--- src/amm_pkg.sv ---
// Package for the alarm, mask and output-silence control block.
// Assumes an 8-bit register port carrying the documented 16-bit offsets.
package amm_pkg;

  // Register offsets, as seen on the device register port.
  localparam logic [15:0] ADDR_ALARM_STATUS     = 16'h0430;
  localparam logic [15:0] ADDR_ALARM_MASK       = 16'h0431;
  localparam logic [15:0] ADDR_SILENCE_SUPPRESS = 16'h0432;
  localparam logic [15:0] ADDR_RECOVERY_SELECT  = 16'h0433;
  localparam logic [15:0] ADDR_FUSE_STATE       = 16'h0600;

  // Field positions shared by the alarm status, mask, suppress and recovery registers, and the done bit of the fuse state register.
  localparam int BIT_LINK_LOST    = 7;
  localparam int BIT_LINK_TIMEOUT = 6;
  localparam int BIT_CRC_ERROR    = 5;
  localparam int BIT_SYSREF       = 0;
  localparam int BIT_FUSE_DONE    = 0;

  // Reset values of the writable registers.
  localparam logic [7:0] RST_ALARM_MASK       = 8'h00;
  localparam logic [7:0] RST_SILENCE_SUPPRESS = 8'h21;
  localparam logic [7:0] RST_RECOVERY_SELECT  = 8'ha0;

  // Alarm status bits that hold a flag; all others read as zero.
  localparam logic [7:0] ALARM_IMPL_BITS = 8'he1;

  // The fuse auto-load ends in fewer than this many device clock cycles.
  localparam int FUSE_LOAD_LIMIT_CYCLES = 523000;
  localparam int FUSE_LOAD_CYCLES_DEF   = FUSE_LOAD_LIMIT_CYCLES - 1;
  localparam int FUSE_CNT_W             = 20;

  // Period of the link-down timer tick, in device clock cycles.
  localparam int LINK_TICK_CYCLES_DEF = 256;
  localparam int LINK_TIMER_W         = 8;

  // Fuse controller states; a single bit is its own Gray code.
  typedef enum logic [0:0] {
    FUSE_LOADING = 1'b0,
    FUSE_IDLE    = 1'b1
  } amm_fuse_state_type;

endpackage

--- src/amm_fuse_if.sv ---
// Interface carrying the fuse controller status to the register logic.
// Assumes both ends run on the device clock.
`timescale 1ns/10ps
interface amm_fuse_if;
  logic busy;
  logic done;

  // The loader drives the status, the register logic reads it.
  modport loader (output busy, output done);
  modport user   (input busy, input done);
endinterface

--- src/amm_sticky_flag.sv ---
// One write-one-to-clear alarm flag.
// Assumes set and clear come from logic on the same clock.
`timescale 1ns/10ps
module amm_sticky_flag (
  // Clock and reset.
  input  wire logic i_clk_sys,
  input  wire logic i_srst,
  // Event and software clear.
  input  wire logic i_set,
  input  wire logic i_clr,
  // Flag state.
  output logic      o_flag
);

  logic flag_ff;

  // Set wins over clear so an event in the clearing cycle is kept.
  always_ff @(posedge i_clk_sys) begin
    if (i_srst) begin
      flag_ff <= 1'b0;
    end else if (i_set) begin
      flag_ff <= 1'b1;
    end else if (i_clr) begin
      flag_ff <= 1'b0;
    end
  end

  assign o_flag = flag_ff;

  AST_SET_WINS: assert property (@(posedge i_clk_sys) disable iff (i_srst)
    i_set |=> o_flag) else $error("alarm flag lost an event");
  AST_CLR_ONLY: assert property (@(posedge i_clk_sys) disable iff (i_srst)
    (o_flag && i_clr && !i_set) |=> !o_flag) else $error("alarm flag not cleared");

endmodule

--- src/amm_fuse_loader.sv ---
// Fuse auto-load sequencer: busy from reset until the load time has run out.
// Assumes the fuse array itself is read elsewhere during the busy window.
`timescale 1ns/10ps
module amm_fuse_loader
  import amm_pkg::*;
#(
  parameter int LOAD_CYCLES = FUSE_LOAD_CYCLES_DEF
) (
  // Clock and reset.
  input  wire logic i_clk_sys,
  input  wire logic i_srst,
  // Status towards the register logic.
  amm_fuse_if.loader fuse
);

  localparam int LOAD_LIMIT = FUSE_LOAD_LIMIT_CYCLES;
  localparam logic [FUSE_CNT_W-1:0] LAST_CNT = FUSE_CNT_W'(LOAD_CYCLES - 1);

  amm_fuse_state_type         state_ff;
  logic [FUSE_CNT_W-1:0]      cnt_ff;

  // Every reset restarts the load, so software must wait again afterwards.
  always_ff @(posedge i_clk_sys) begin
    if (i_srst) begin
      state_ff <= FUSE_LOADING;
    end else begin
      unique case (state_ff)
        FUSE_LOADING: begin
          if (cnt_ff == LAST_CNT) begin
            state_ff <= FUSE_IDLE;
          end
        end
        FUSE_IDLE: begin
          state_ff <= FUSE_IDLE;
        end
      endcase
    end
  end

  // Load cycle counter; it stops on the last count so it stands still while idle.
  always_ff @(posedge i_clk_sys) begin
    if (i_srst) begin
      cnt_ff <= '0;
    end else if (state_ff == FUSE_LOADING && cnt_ff != LAST_CNT) begin
      cnt_ff <= cnt_ff + 1'b1;
    end
  end

  assign fuse.busy = (state_ff == FUSE_LOADING);
  assign fuse.done = (state_ff == FUSE_IDLE);

  AST_FUSE_BOUND: assert property (@(posedge i_clk_sys) disable iff (i_srst)
    fuse.busy |-> (int'(cnt_ff) < LOAD_LIMIT)) else $error("fuse load overran");
  AST_FUSE_DONE: assert property (@(posedge i_clk_sys) disable iff (i_srst)
    fuse.done |-> (!fuse.busy && $stable(cnt_ff))) else $error("fuse done while busy");

endmodule

--- src/amm_top.sv ---
// Alarm aggregation, alarm masking and output-silence control.
// Assumes link, lane and SYSREF status come from logic on i_clk_sys.
//
// Functional notes
// - Link-lost mask bit 7 keeps that alarm off the alarm output.
// - Link-timeout mask bit 6 keeps that alarm off the alarm output.
// - CRC mask bit 5 keeps the CRC alarm off the alarm output.
// - SYSREF mask bit 0 keeps the SYSREF alarm off the alarm output.
// - Pending CRC alarm silences outputs unless suppress bit 5 set; resets to 1.
// - Pending SYSREF alarm silences outputs unless suppress bit 0 set; resets to 1.
// - Link-lost recovery 0 waits for alarm clear; 1 unmutes on link recovery.
// - CRC recovery bit 5 only matters while CRC suppress bit is 0.
// - CRC recovery 0 waits for alarm clear; 1 unmutes when fault ends.
// - Fuse done reads 1 only when the fuse loader is idle.
// - Fuse auto-load completes in fewer than 523,000 clock cycles.
// - Link-up falling while enabled sets link-lost alarm; write 1 clears.
// - Link down too long while enabled sets link-timeout alarm; write 1 clears.
// - CRC fault on enabled lane in 64b/66b sets CRC alarm; write 1 clears.
// - Misaligned SYSREF edge (link check only while enabled) sets the SYSREF alarm; write 1 clears.
`timescale 1ns/10ps
module amm_top
  import amm_pkg::*;
#(
  parameter int LANES            = 16,
  parameter int FUSE_LOAD_CYCLES = FUSE_LOAD_CYCLES_DEF,
  parameter int LINK_TICK_CYCLES = LINK_TICK_CYCLES_DEF
) (
  // Clock and reset.
  input  wire logic                    i_clk_sys,
  input  wire logic                    i_srst,
  // Register port.
  input  wire logic [15:0]             i_reg_addr,
  input  wire logic                    i_reg_wr_en,
  input  wire logic [7:0]              i_reg_wdata,
  input  wire logic                    i_reg_rd_en,
  output logic      [7:0]              o_reg_rdata,
  output logic                         o_reg_rdata_valid,
  // Link status.
  input  wire logic                    i_link_up,
  input  wire logic                    i_link_interface_enable,
  input  wire logic [LINK_TIMER_W-1:0] i_link_down_timer,
  input  wire logic                    i_mode_64b66b,
  input  wire logic [LANES-1:0]        i_lane_enable,
  input  wire logic [LANES-1:0]        i_crc_fault,
  // SYSREF alignment checks.
  input  wire logic                    i_sysref_misalign_clk,
  input  wire logic                    i_sysref_misalign_link,
  // Block outputs.
  output logic                         o_alarm,
  output logic                         o_mute,
  output logic                         o_fuse_load_done
);

  localparam int TICK_W = (LINK_TICK_CYCLES > 1) ? $clog2(LINK_TICK_CYCLES) : 1;
  localparam logic [TICK_W-1:0] TICK_LAST = TICK_W'(LINK_TICK_CYCLES - 1);
  localparam int DOWN_W = LINK_TIMER_W + 1;

  // Software-written control registers.
  logic [7:0]        alarm_output_mask_ff;
  logic [7:0]        output_silence_suppress_ff;
  logic [7:0]        silence_recovery_select_ff;
  // Read port.
  logic [7:0]        rdata_ff;
  logic              rvalid_ff;
  logic [7:0]        nxt_rdata;
  // Event detection.
  logic              link_up_d_ff;
  logic [TICK_W-1:0] tick_cnt_ff;
  logic [DOWN_W-1:0] down_cnt_ff;
  logic              link_tick;
  logic              link_lost_evt;
  logic              link_timeout_evt;
  logic              crc_fault_now;
  logic              sysref_evt;
  logic              link_down_ff;
  // Alarm flags and their set and clear strobes.
  logic [7:0]        alarm_set;
  logic [7:0]        alarm_clr;
  logic [7:0]        system_alarm_status;
  logic              alarm_pend;
  // Silence terms.
  logic              link_mute;
  logic              crc_mute;
  logic              sysref_mute;
  logic              alarm_ff;
  logic              mute_ff;

  amm_fuse_if fuse ();

  // Fuse loader, started by every reset.
  amm_fuse_loader #(
    .LOAD_CYCLES (FUSE_LOAD_CYCLES)
  ) u_fuse_loader (
    .i_clk_sys (i_clk_sys),
    .i_srst    (i_srst),
    .fuse      (fuse)
  );

  // Writable registers keep their reserved bits, which read back as written.
  always_ff @(posedge i_clk_sys) begin
    if (i_srst) begin
      alarm_output_mask_ff       <= RST_ALARM_MASK;
      output_silence_suppress_ff <= RST_SILENCE_SUPPRESS;
      silence_recovery_select_ff <= RST_RECOVERY_SELECT;
    end else if (i_reg_wr_en) begin
      if (i_reg_addr == ADDR_ALARM_MASK) begin
        alarm_output_mask_ff <= i_reg_wdata;
      end
      if (i_reg_addr == ADDR_SILENCE_SUPPRESS) begin
        output_silence_suppress_ff <= i_reg_wdata;
      end
      if (i_reg_addr == ADDR_RECOVERY_SELECT) begin
        silence_recovery_select_ff <= i_reg_wdata;
      end
    end
  end

  // Read mux; unmapped offsets and unused status bits read as zero.
  always_comb begin
    nxt_rdata = 8'h00;
    unique case (i_reg_addr)
      ADDR_ALARM_STATUS:     nxt_rdata = system_alarm_status;
      ADDR_ALARM_MASK:       nxt_rdata = alarm_output_mask_ff;
      ADDR_SILENCE_SUPPRESS: nxt_rdata = output_silence_suppress_ff;
      ADDR_RECOVERY_SELECT:  nxt_rdata = silence_recovery_select_ff;
      ADDR_FUSE_STATE:       nxt_rdata[BIT_FUSE_DONE] = fuse.done;
      default:               nxt_rdata = 8'h00;
    endcase
  end

  // Read data is registered and valid one cycle after the strobe.
  always_ff @(posedge i_clk_sys) begin
    if (i_srst) begin
      rdata_ff  <= 8'h00;
      rvalid_ff <= 1'b0;
    end else begin
      rvalid_ff <= i_reg_rd_en;
      if (i_reg_rd_en) begin
        rdata_ff <= nxt_rdata;
      end
    end
  end

  // Previous link state, used to catch the falling edge of link-up.
  always_ff @(posedge i_clk_sys) begin
    if (i_srst) begin
      link_up_d_ff <= 1'b0;
    end else begin
      link_up_d_ff <= i_link_up;
    end
  end

  assign link_lost_evt = link_up_d_ff & ~i_link_up & i_link_interface_enable;

  // Timer tick divider; a coarse tick keeps the down counter narrow.
  always_ff @(posedge i_clk_sys) begin
    if (i_srst) begin
      tick_cnt_ff <= '0;
    end else if (tick_cnt_ff == TICK_LAST) begin
      tick_cnt_ff <= '0;
    end else begin
      tick_cnt_ff <= tick_cnt_ff + 1'b1;
    end
  end

  assign link_tick = (tick_cnt_ff == TICK_LAST);

  // Down-time counter in ticks; it passes the limit once and then saturates.
  always_ff @(posedge i_clk_sys) begin
    if (i_srst) begin
      down_cnt_ff <= '0;
    end else if (i_link_up || !i_link_interface_enable) begin
      down_cnt_ff <= '0;
    end else if (link_tick && !(&down_cnt_ff)) begin
      down_cnt_ff <= down_cnt_ff + 1'b1;
    end
  end

  assign link_timeout_evt = link_tick && !i_link_up && i_link_interface_enable
                            && (down_cnt_ff == {1'b0, i_link_down_timer});

  // Faults on disabled lanes and outside 64b/66b are not alarms.
  assign crc_fault_now = i_mode_64b66b & (|(i_crc_fault & i_lane_enable));
  assign sysref_evt    = i_sysref_misalign_clk
                         | (i_sysref_misalign_link & i_link_interface_enable);

  // Set and write-one-to-clear strobes for the status flags.
  always_comb begin
    alarm_set                   = 8'h00;
    alarm_set[BIT_LINK_LOST]    = link_lost_evt;
    alarm_set[BIT_LINK_TIMEOUT] = link_timeout_evt;
    alarm_set[BIT_CRC_ERROR]    = crc_fault_now;
    alarm_set[BIT_SYSREF]       = sysref_evt;
    alarm_clr = (i_reg_wr_en && i_reg_addr == ADDR_ALARM_STATUS)
                ? (i_reg_wdata & ALARM_IMPL_BITS) : 8'h00;
  end

  // One sticky flag per implemented status bit; the rest stay zero.
  for (genvar i = 0; i < 8; i++) begin : g_alarm
    if (ALARM_IMPL_BITS[i]) begin : g_flag
      amm_sticky_flag u_flag (
        .i_clk_sys (i_clk_sys),
        .i_srst    (i_srst),
        .i_set     (alarm_set[i]),
        .i_clr     (alarm_clr[i]),
        .o_flag    (system_alarm_status[i])
      );
    end else begin : g_zero
      assign system_alarm_status[i] = 1'b0;
    end
  end

  // Link loss remembered until link-up returns, for automatic recovery.
  always_ff @(posedge i_clk_sys) begin
    if (i_srst) begin
      link_down_ff <= 1'b0;
    end else if (link_lost_evt) begin
      link_down_ff <= 1'b1;
    end else if (i_link_up) begin
      link_down_ff <= 1'b0;
    end
  end

  // Link loss has no suppress bit, so it always silences until recovery.
  assign link_mute = system_alarm_status[BIT_LINK_LOST]
                     & (silence_recovery_select_ff[BIT_LINK_LOST] ? link_down_ff : 1'b1);

  // Recovery select is consulted only when the CRC alarm may silence at all.
  assign crc_mute = system_alarm_status[BIT_CRC_ERROR]
                    & ~output_silence_suppress_ff[BIT_CRC_ERROR]
                    & (silence_recovery_select_ff[BIT_CRC_ERROR] ? crc_fault_now : 1'b1);

  assign sysref_mute = system_alarm_status[BIT_SYSREF]
                       & ~output_silence_suppress_ff[BIT_SYSREF];

  // Any set alarm whose mask bit is clear drives the alarm output.
  assign alarm_pend = |(system_alarm_status & ~alarm_output_mask_ff & ALARM_IMPL_BITS);

  // Outputs are registered so they cannot glitch on register writes.
  always_ff @(posedge i_clk_sys) begin
    if (i_srst) begin
      alarm_ff <= 1'b0;
      mute_ff  <= 1'b0;
    end else begin
      alarm_ff <= alarm_pend;
      mute_ff  <= link_mute | crc_mute | sysref_mute;
    end
  end

  assign o_alarm           = alarm_ff;
  assign o_mute            = mute_ff;
  assign o_reg_rdata       = rdata_ff;
  assign o_reg_rdata_valid = rvalid_ff;
  assign o_fuse_load_done  = fuse.done;

  // Checks on the alarm, masking and silence paths.
  AST_ALARM_OUT: assert property (@(posedge i_clk_sys) disable iff (i_srst)
    ##1 (o_alarm == $past(alarm_pend))) else $error("alarm output wrong");
  AST_MASK_LINK: assert property (@(posedge i_clk_sys) disable iff (i_srst)
    (system_alarm_status == 8'h80 && alarm_output_mask_ff[7]) |=> !o_alarm)
    else $error("masked link-lost alarm reached output");
  AST_MASK_TIMEOUT: assert property (@(posedge i_clk_sys) disable iff (i_srst)
    (system_alarm_status == 8'h40) |=> (o_alarm != $past(alarm_output_mask_ff[6])))
    else $error("link-timeout mask ignored");
  AST_MASK_CRC: assert property (@(posedge i_clk_sys) disable iff (i_srst)
    (system_alarm_status == 8'h20 && alarm_output_mask_ff[5]) |=> !o_alarm)
    else $error("masked CRC alarm reached output");
  AST_MASK_SYSREF: assert property (@(posedge i_clk_sys) disable iff (i_srst)
    (system_alarm_status == 8'h01) |=> (o_alarm != $past(alarm_output_mask_ff[0])))
    else $error("SYSREF mask ignored");
  AST_CRC_MUTE: assert property (@(posedge i_clk_sys) disable iff (i_srst)
    (system_alarm_status[5] && !output_silence_suppress_ff[5]
     && !silence_recovery_select_ff[5]) |=> o_mute)
    else $error("CRC alarm did not silence outputs");
  AST_CRC_SUPPRESS: assert property (@(posedge i_clk_sys) disable iff (i_srst)
    output_silence_suppress_ff[5] |-> !crc_mute)
    else $error("suppressed CRC alarm silenced outputs");
  AST_SYSREF_MUTE: assert property (@(posedge i_clk_sys) disable iff (i_srst)
    (system_alarm_status[0] && !output_silence_suppress_ff[0]) |=> o_mute)
    else $error("SYSREF alarm did not silence outputs");
  AST_LINK_LOST_SET: assert property (@(posedge i_clk_sys) disable iff (i_srst)
    ($fell(i_link_up) && i_link_interface_enable) |=> system_alarm_status[7])
    else $error("link loss not flagged");
  AST_LINK_AUTO: assert property (@(posedge i_clk_sys) disable iff (i_srst)
    (silence_recovery_select_ff[7] && i_link_up && !link_lost_evt
     && !(i_reg_wr_en && i_reg_addr == ADDR_RECOVERY_SELECT)) |=> !link_mute)
    else $error("link silence held after recovery");
  AST_TIMEOUT_SET: assert property (@(posedge i_clk_sys) disable iff (i_srst)
    link_timeout_evt |=> system_alarm_status[6])
    else $error("link timeout not flagged");
  AST_CRC_SET: assert property (@(posedge i_clk_sys) disable iff (i_srst)
    (i_mode_64b66b && |(i_crc_fault & i_lane_enable)) |=> system_alarm_status[BIT_CRC_ERROR])
    else $error("CRC fault not flagged");
  AST_SYSREF_SET: assert property (@(posedge i_clk_sys) disable iff (i_srst)
    (i_sysref_misalign_clk || (i_sysref_misalign_link && i_link_interface_enable))
    |=> system_alarm_status[BIT_SYSREF])
    else $error("SYSREF misalignment not flagged");
  AST_CRC_AUTO: assert property (@(posedge i_clk_sys) disable iff (i_srst)
    (silence_recovery_select_ff[5] && !crc_fault_now) |-> !crc_mute)
    else $error("CRC silence held after fault ended");

endmodule

--- config.mk ---
export PLATFORM = sky130hd
export DESIGN_NAME = amm_top
export DESIGN_NICKNAME = d
export VERILOG_FILES = /design/src/amm_pkg.sv /design/src/amm_fuse_if.sv /design/src/amm_sticky_flag.sv /design/src/amm_fuse_loader.sv /design/src/amm_top.sv
export SDC_FILE = /design/constraint.sdc
export NUM_CORES = 1
export LEC_CHECK = 0
export BUFFER_PORTS_ARGS = -buffer_cell sky130_fd_sc_hd__buf_2
export CAP_MARGIN = 20
export CORE_MARGIN = 4
export CORE_UTILIZATION = 50
export DETAILED_ROUTE_END_ITERATION = 8
export PLACE_DENSITY = 0.82
export REMOVE_ABC_BUFFERS = 1
export SYNTH_ARGS = -nofsm -noshare
export SYNTH_HDL_FRONTEND = slang
export SYNTH_HIERARCHICAL = 1
export SYNTH_SLANG_ARGS = --single-unit
--- constraint.sdc ---
create_clock -name i_clk_sys -period 6.1 [get_ports i_clk_sys]
set_clock_uncertainty 0.2 [all_clocks]
set_input_delay 0.61 -clock i_clk_sys [delete_from_list [all_inputs] [get_ports i_clk_sys]]
set_output_delay 0.61 -clock i_clk_sys [all_outputs]
set_load 0.01 [all_outputs]
==> out/metrics.csv <==
metric;value;unit
outcome;completed;
clk_latency;340;ps
fin_crit;2360;ps
dp_hpwl;6790;um
antenna_found_initial;0;
power_frac_comb;9.4;%
fp.dieArea;9520;um2
antenna_cells;0;
grt_pass1_vias;3458;
portBuffers;84;
arrival;2420;ps
worst_hold_path_type;flip-flop to flip-flop;
critPathRequiredTime;6160;ps
drc;0;
final_nets;604;
area_growth;14.9;%
grt_setup_unrepaired;false;
io_pins;85;
setup_violations;0;
netSwitchingFraction;23.9;%
max_freq;424;MHz
syn_avg_cell_area;8.86;um2
wl_per_cell;14.5;um
ir_drop;0.138;mV
worst_setup_path_end_kind;flip-flop;
async_flop_share;0;%
path_class;input port to flip-flop;
viasPerCell;5.58;
die_y;97.6;um
max-slew-margin-rel;43.3;%
grt_pass1_wl;15300;um
clockBufferDepth;2;
firstDrtPassIters;4;
core;7770;um2
synth-edff-count;0;
fill_cells;702;
max_cap_violations;0;
grt_usage;19.0;%
synth_cell_types;59;
synth-seq-area-share;39.4;%
cts.sinks;79;
p_seq_share;57.1;%
p_switching;0.000222;W
cp_max_fo;6;
postRouteAntennaNets;0;
synth_cells;453;
cts_resized;0;
tightestPinTransition;849;ps
fin_area;4610;um2
initial_core_util;51.7;%
die_w;97.6;um
p_int;0.000707;W
cts_tree;yes;
cp-start-kind;input port;
drive_gt1_share;23.3;%
tns;0;ps
clkPwrFrac;33.5;%
grt_start_max_net_pins;69;
leakage;1.79;nW
synthFlopType;dfxtp_1;
path_clk_slew;80;ps
cts_setup_buffers;0;
fin_hold_ws;271;ps
synth_seq_cells;79;
hold_viol;0;
synth_area_leaders;dfxtp_1 (39%), mux2i_1 (5.0%), nor2_1 (4.1%);
gp_congestion;0.854;
row_count;32;
numCtsBuffers;9;
synth_area_leader_cell;dfxtp_1;
p_per_area;202;nW/um2
place_inst;617;
ys.warnings.count;6;
grt_overflow_total;0;
synth_top_area_share;39.4;%
drt_iter0_drc;181;
period_share;38.7;%
power;0.000929;W
num_vias;3521;
placed_cell_area;4470;um2
maxSlewViolCount;0;
cts_hold_buf;0;
cts_max_level;3;
synthesis.area;4010;um2
fin_cells;631;
wirelength;9130;um
clockRootBuffer;clkbuf_8;
[kinds of logic (layout without fill, tap and decap cells)]
logic type | Yosys count | after routing | share of synthesized area, %
AOI/OAI and AO/OA | 77 | 77 | 12.6
muxes | 24 | 24 | 7.23
DFF | 79 | 79 | 39.4
buffers and inverters | 44 | 120 | 4.61
adders and majority gates | 5 | 5 | 1.56
and+or+nand+nor | 196 | 196 | 28.5
xor gates and xnor gates | 28 | 28 | 6.11
[metrics by stage]
stage / utilization (%) / setup slack [ps]
after floorplan: - / 3360
after global placement: 57.5 / 3470
after detailed placement: 57.5 / 3420
after CTS: 59.4 / 3770
after global routing: 59.4 / 3630
final: 59.4 / 3740
[final timing paths]
| check | start | endpoint | slack (ps) | cells after the start |
|---|---|---|---|---|
| max | i_reg_addr[7] | alarm_output_mask_ff[1] | 3740 | 5 |
| min | o_reg_rdata[0] | o_reg_rdata[0] | 270 | 2 |
| max reg2reg | down_cnt_ff[0] | down_cnt_ff[7] | 3910 | 8 |
| min reg2reg | o_reg_rdata[0] | o_reg_rdata[0] | 270 | 2 |
[flip-flops by register name (all words and copies together) (netlist names), 4 cells and up]
name	flops
u_fuse_loader/cnt_ff	20
down_cnt_ff	9
alarm_output_mask_ff	8
o_reg_rdata	8
output_silence_suppress_ff	8
silence_recovery_select_ff	8
tick_cnt_ff	8
g_alarm.g_flag.u_flag/o_flag	4
[cells in the mapped netlist (all sizes together) (2+ instances only)]
cell type and count:
dfxtp 79, nor2 44, a21oi 30, nand2b 25, nand3 24, inv 20, mux2i 20, o21ai 20
clkbuf 16, nor2b 16, xor2 16, nand2 12, xnor2 12, nor4 11, nand4 10, or3 9
buf 8, nor3 8, or4 6, a221oi 5, and2 5, ha 5, a22o 4, and3 4
and4 4, mux4 4, o2bb2ai 4, o31ai 4, nand3b 3, or2 3, a211oi 2, nand4b 2
o211ai 2, o311ai 2, or2b 2, or4bb 2
[cell type report]
type	count	area (um2)	share of cell area, %
Multi-Input combinational cell	330	2250	48.7
Sequential cell	79	1580	34.3
Timing Repair Buffer	86	435	9.44
Clock buffer	12	135	2.93
Tap cell	102	128	2.77
Inverter	20	75.1	1.63
Clock inverter	2	10.0	0.217
[routing by layer]
layer | share of wire, % | global-route usage, % | vias to the layer above
met1 | 41 | 22.3 | 1669
li1 | - | - | 1751
met2 | 52 | 33.9 | 91
met4 | 0.88 | 5.43 | 0
met3 | 6.4 | 4.95 | 10
met5 | 0 | 0 | -
[power groups by stage]
stage                     clock network [W]  registers (W)   logic, W
after CTS                          0.000323       0.000531  0.0000878
final                              0.000311       0.000531  0.0000872
after global routing               0.000344       0.000532  0.0000977
after floorplan                           0       0.000541  0.0000393
after global placement                    0       0.000542  0.0000840
after detailed placement                  0       0.000543  0.0000868
[critical path, stage by stage]
cell and delay [ps]:
buf_2 90, or4_1 650, nor4_2 430, and3_1 410, mux2i_1 220
[cells in the final DEF (no fill, tap or decap), drive strengths merged, types with 2 or more instances in the layout]
cell type and instances:
o2bb2ai 4, a21oi 30, o31ai 4, or2b 2, clkbuf 12, a22o 4, nor3 8, or4bb 2
inv 20, nand2b 25, ha 5, xnor2 12, nor2 44, or2 3, nand4 10, buf 86
and3 4, or4 6, o21ai 20, dfxtp 79, and2 5, nand2 12, and4 4, xor2 16
or3 9, nand3 24, o211ai 2, mux2i 20, nor2b 16, nand4b 2, a221oi 5, nor4 11
mux4 4, nand3b 3, clkinv 2, o311ai 2, a211oi 2
No activity file was read; power rests on OpenSTA's default activity.
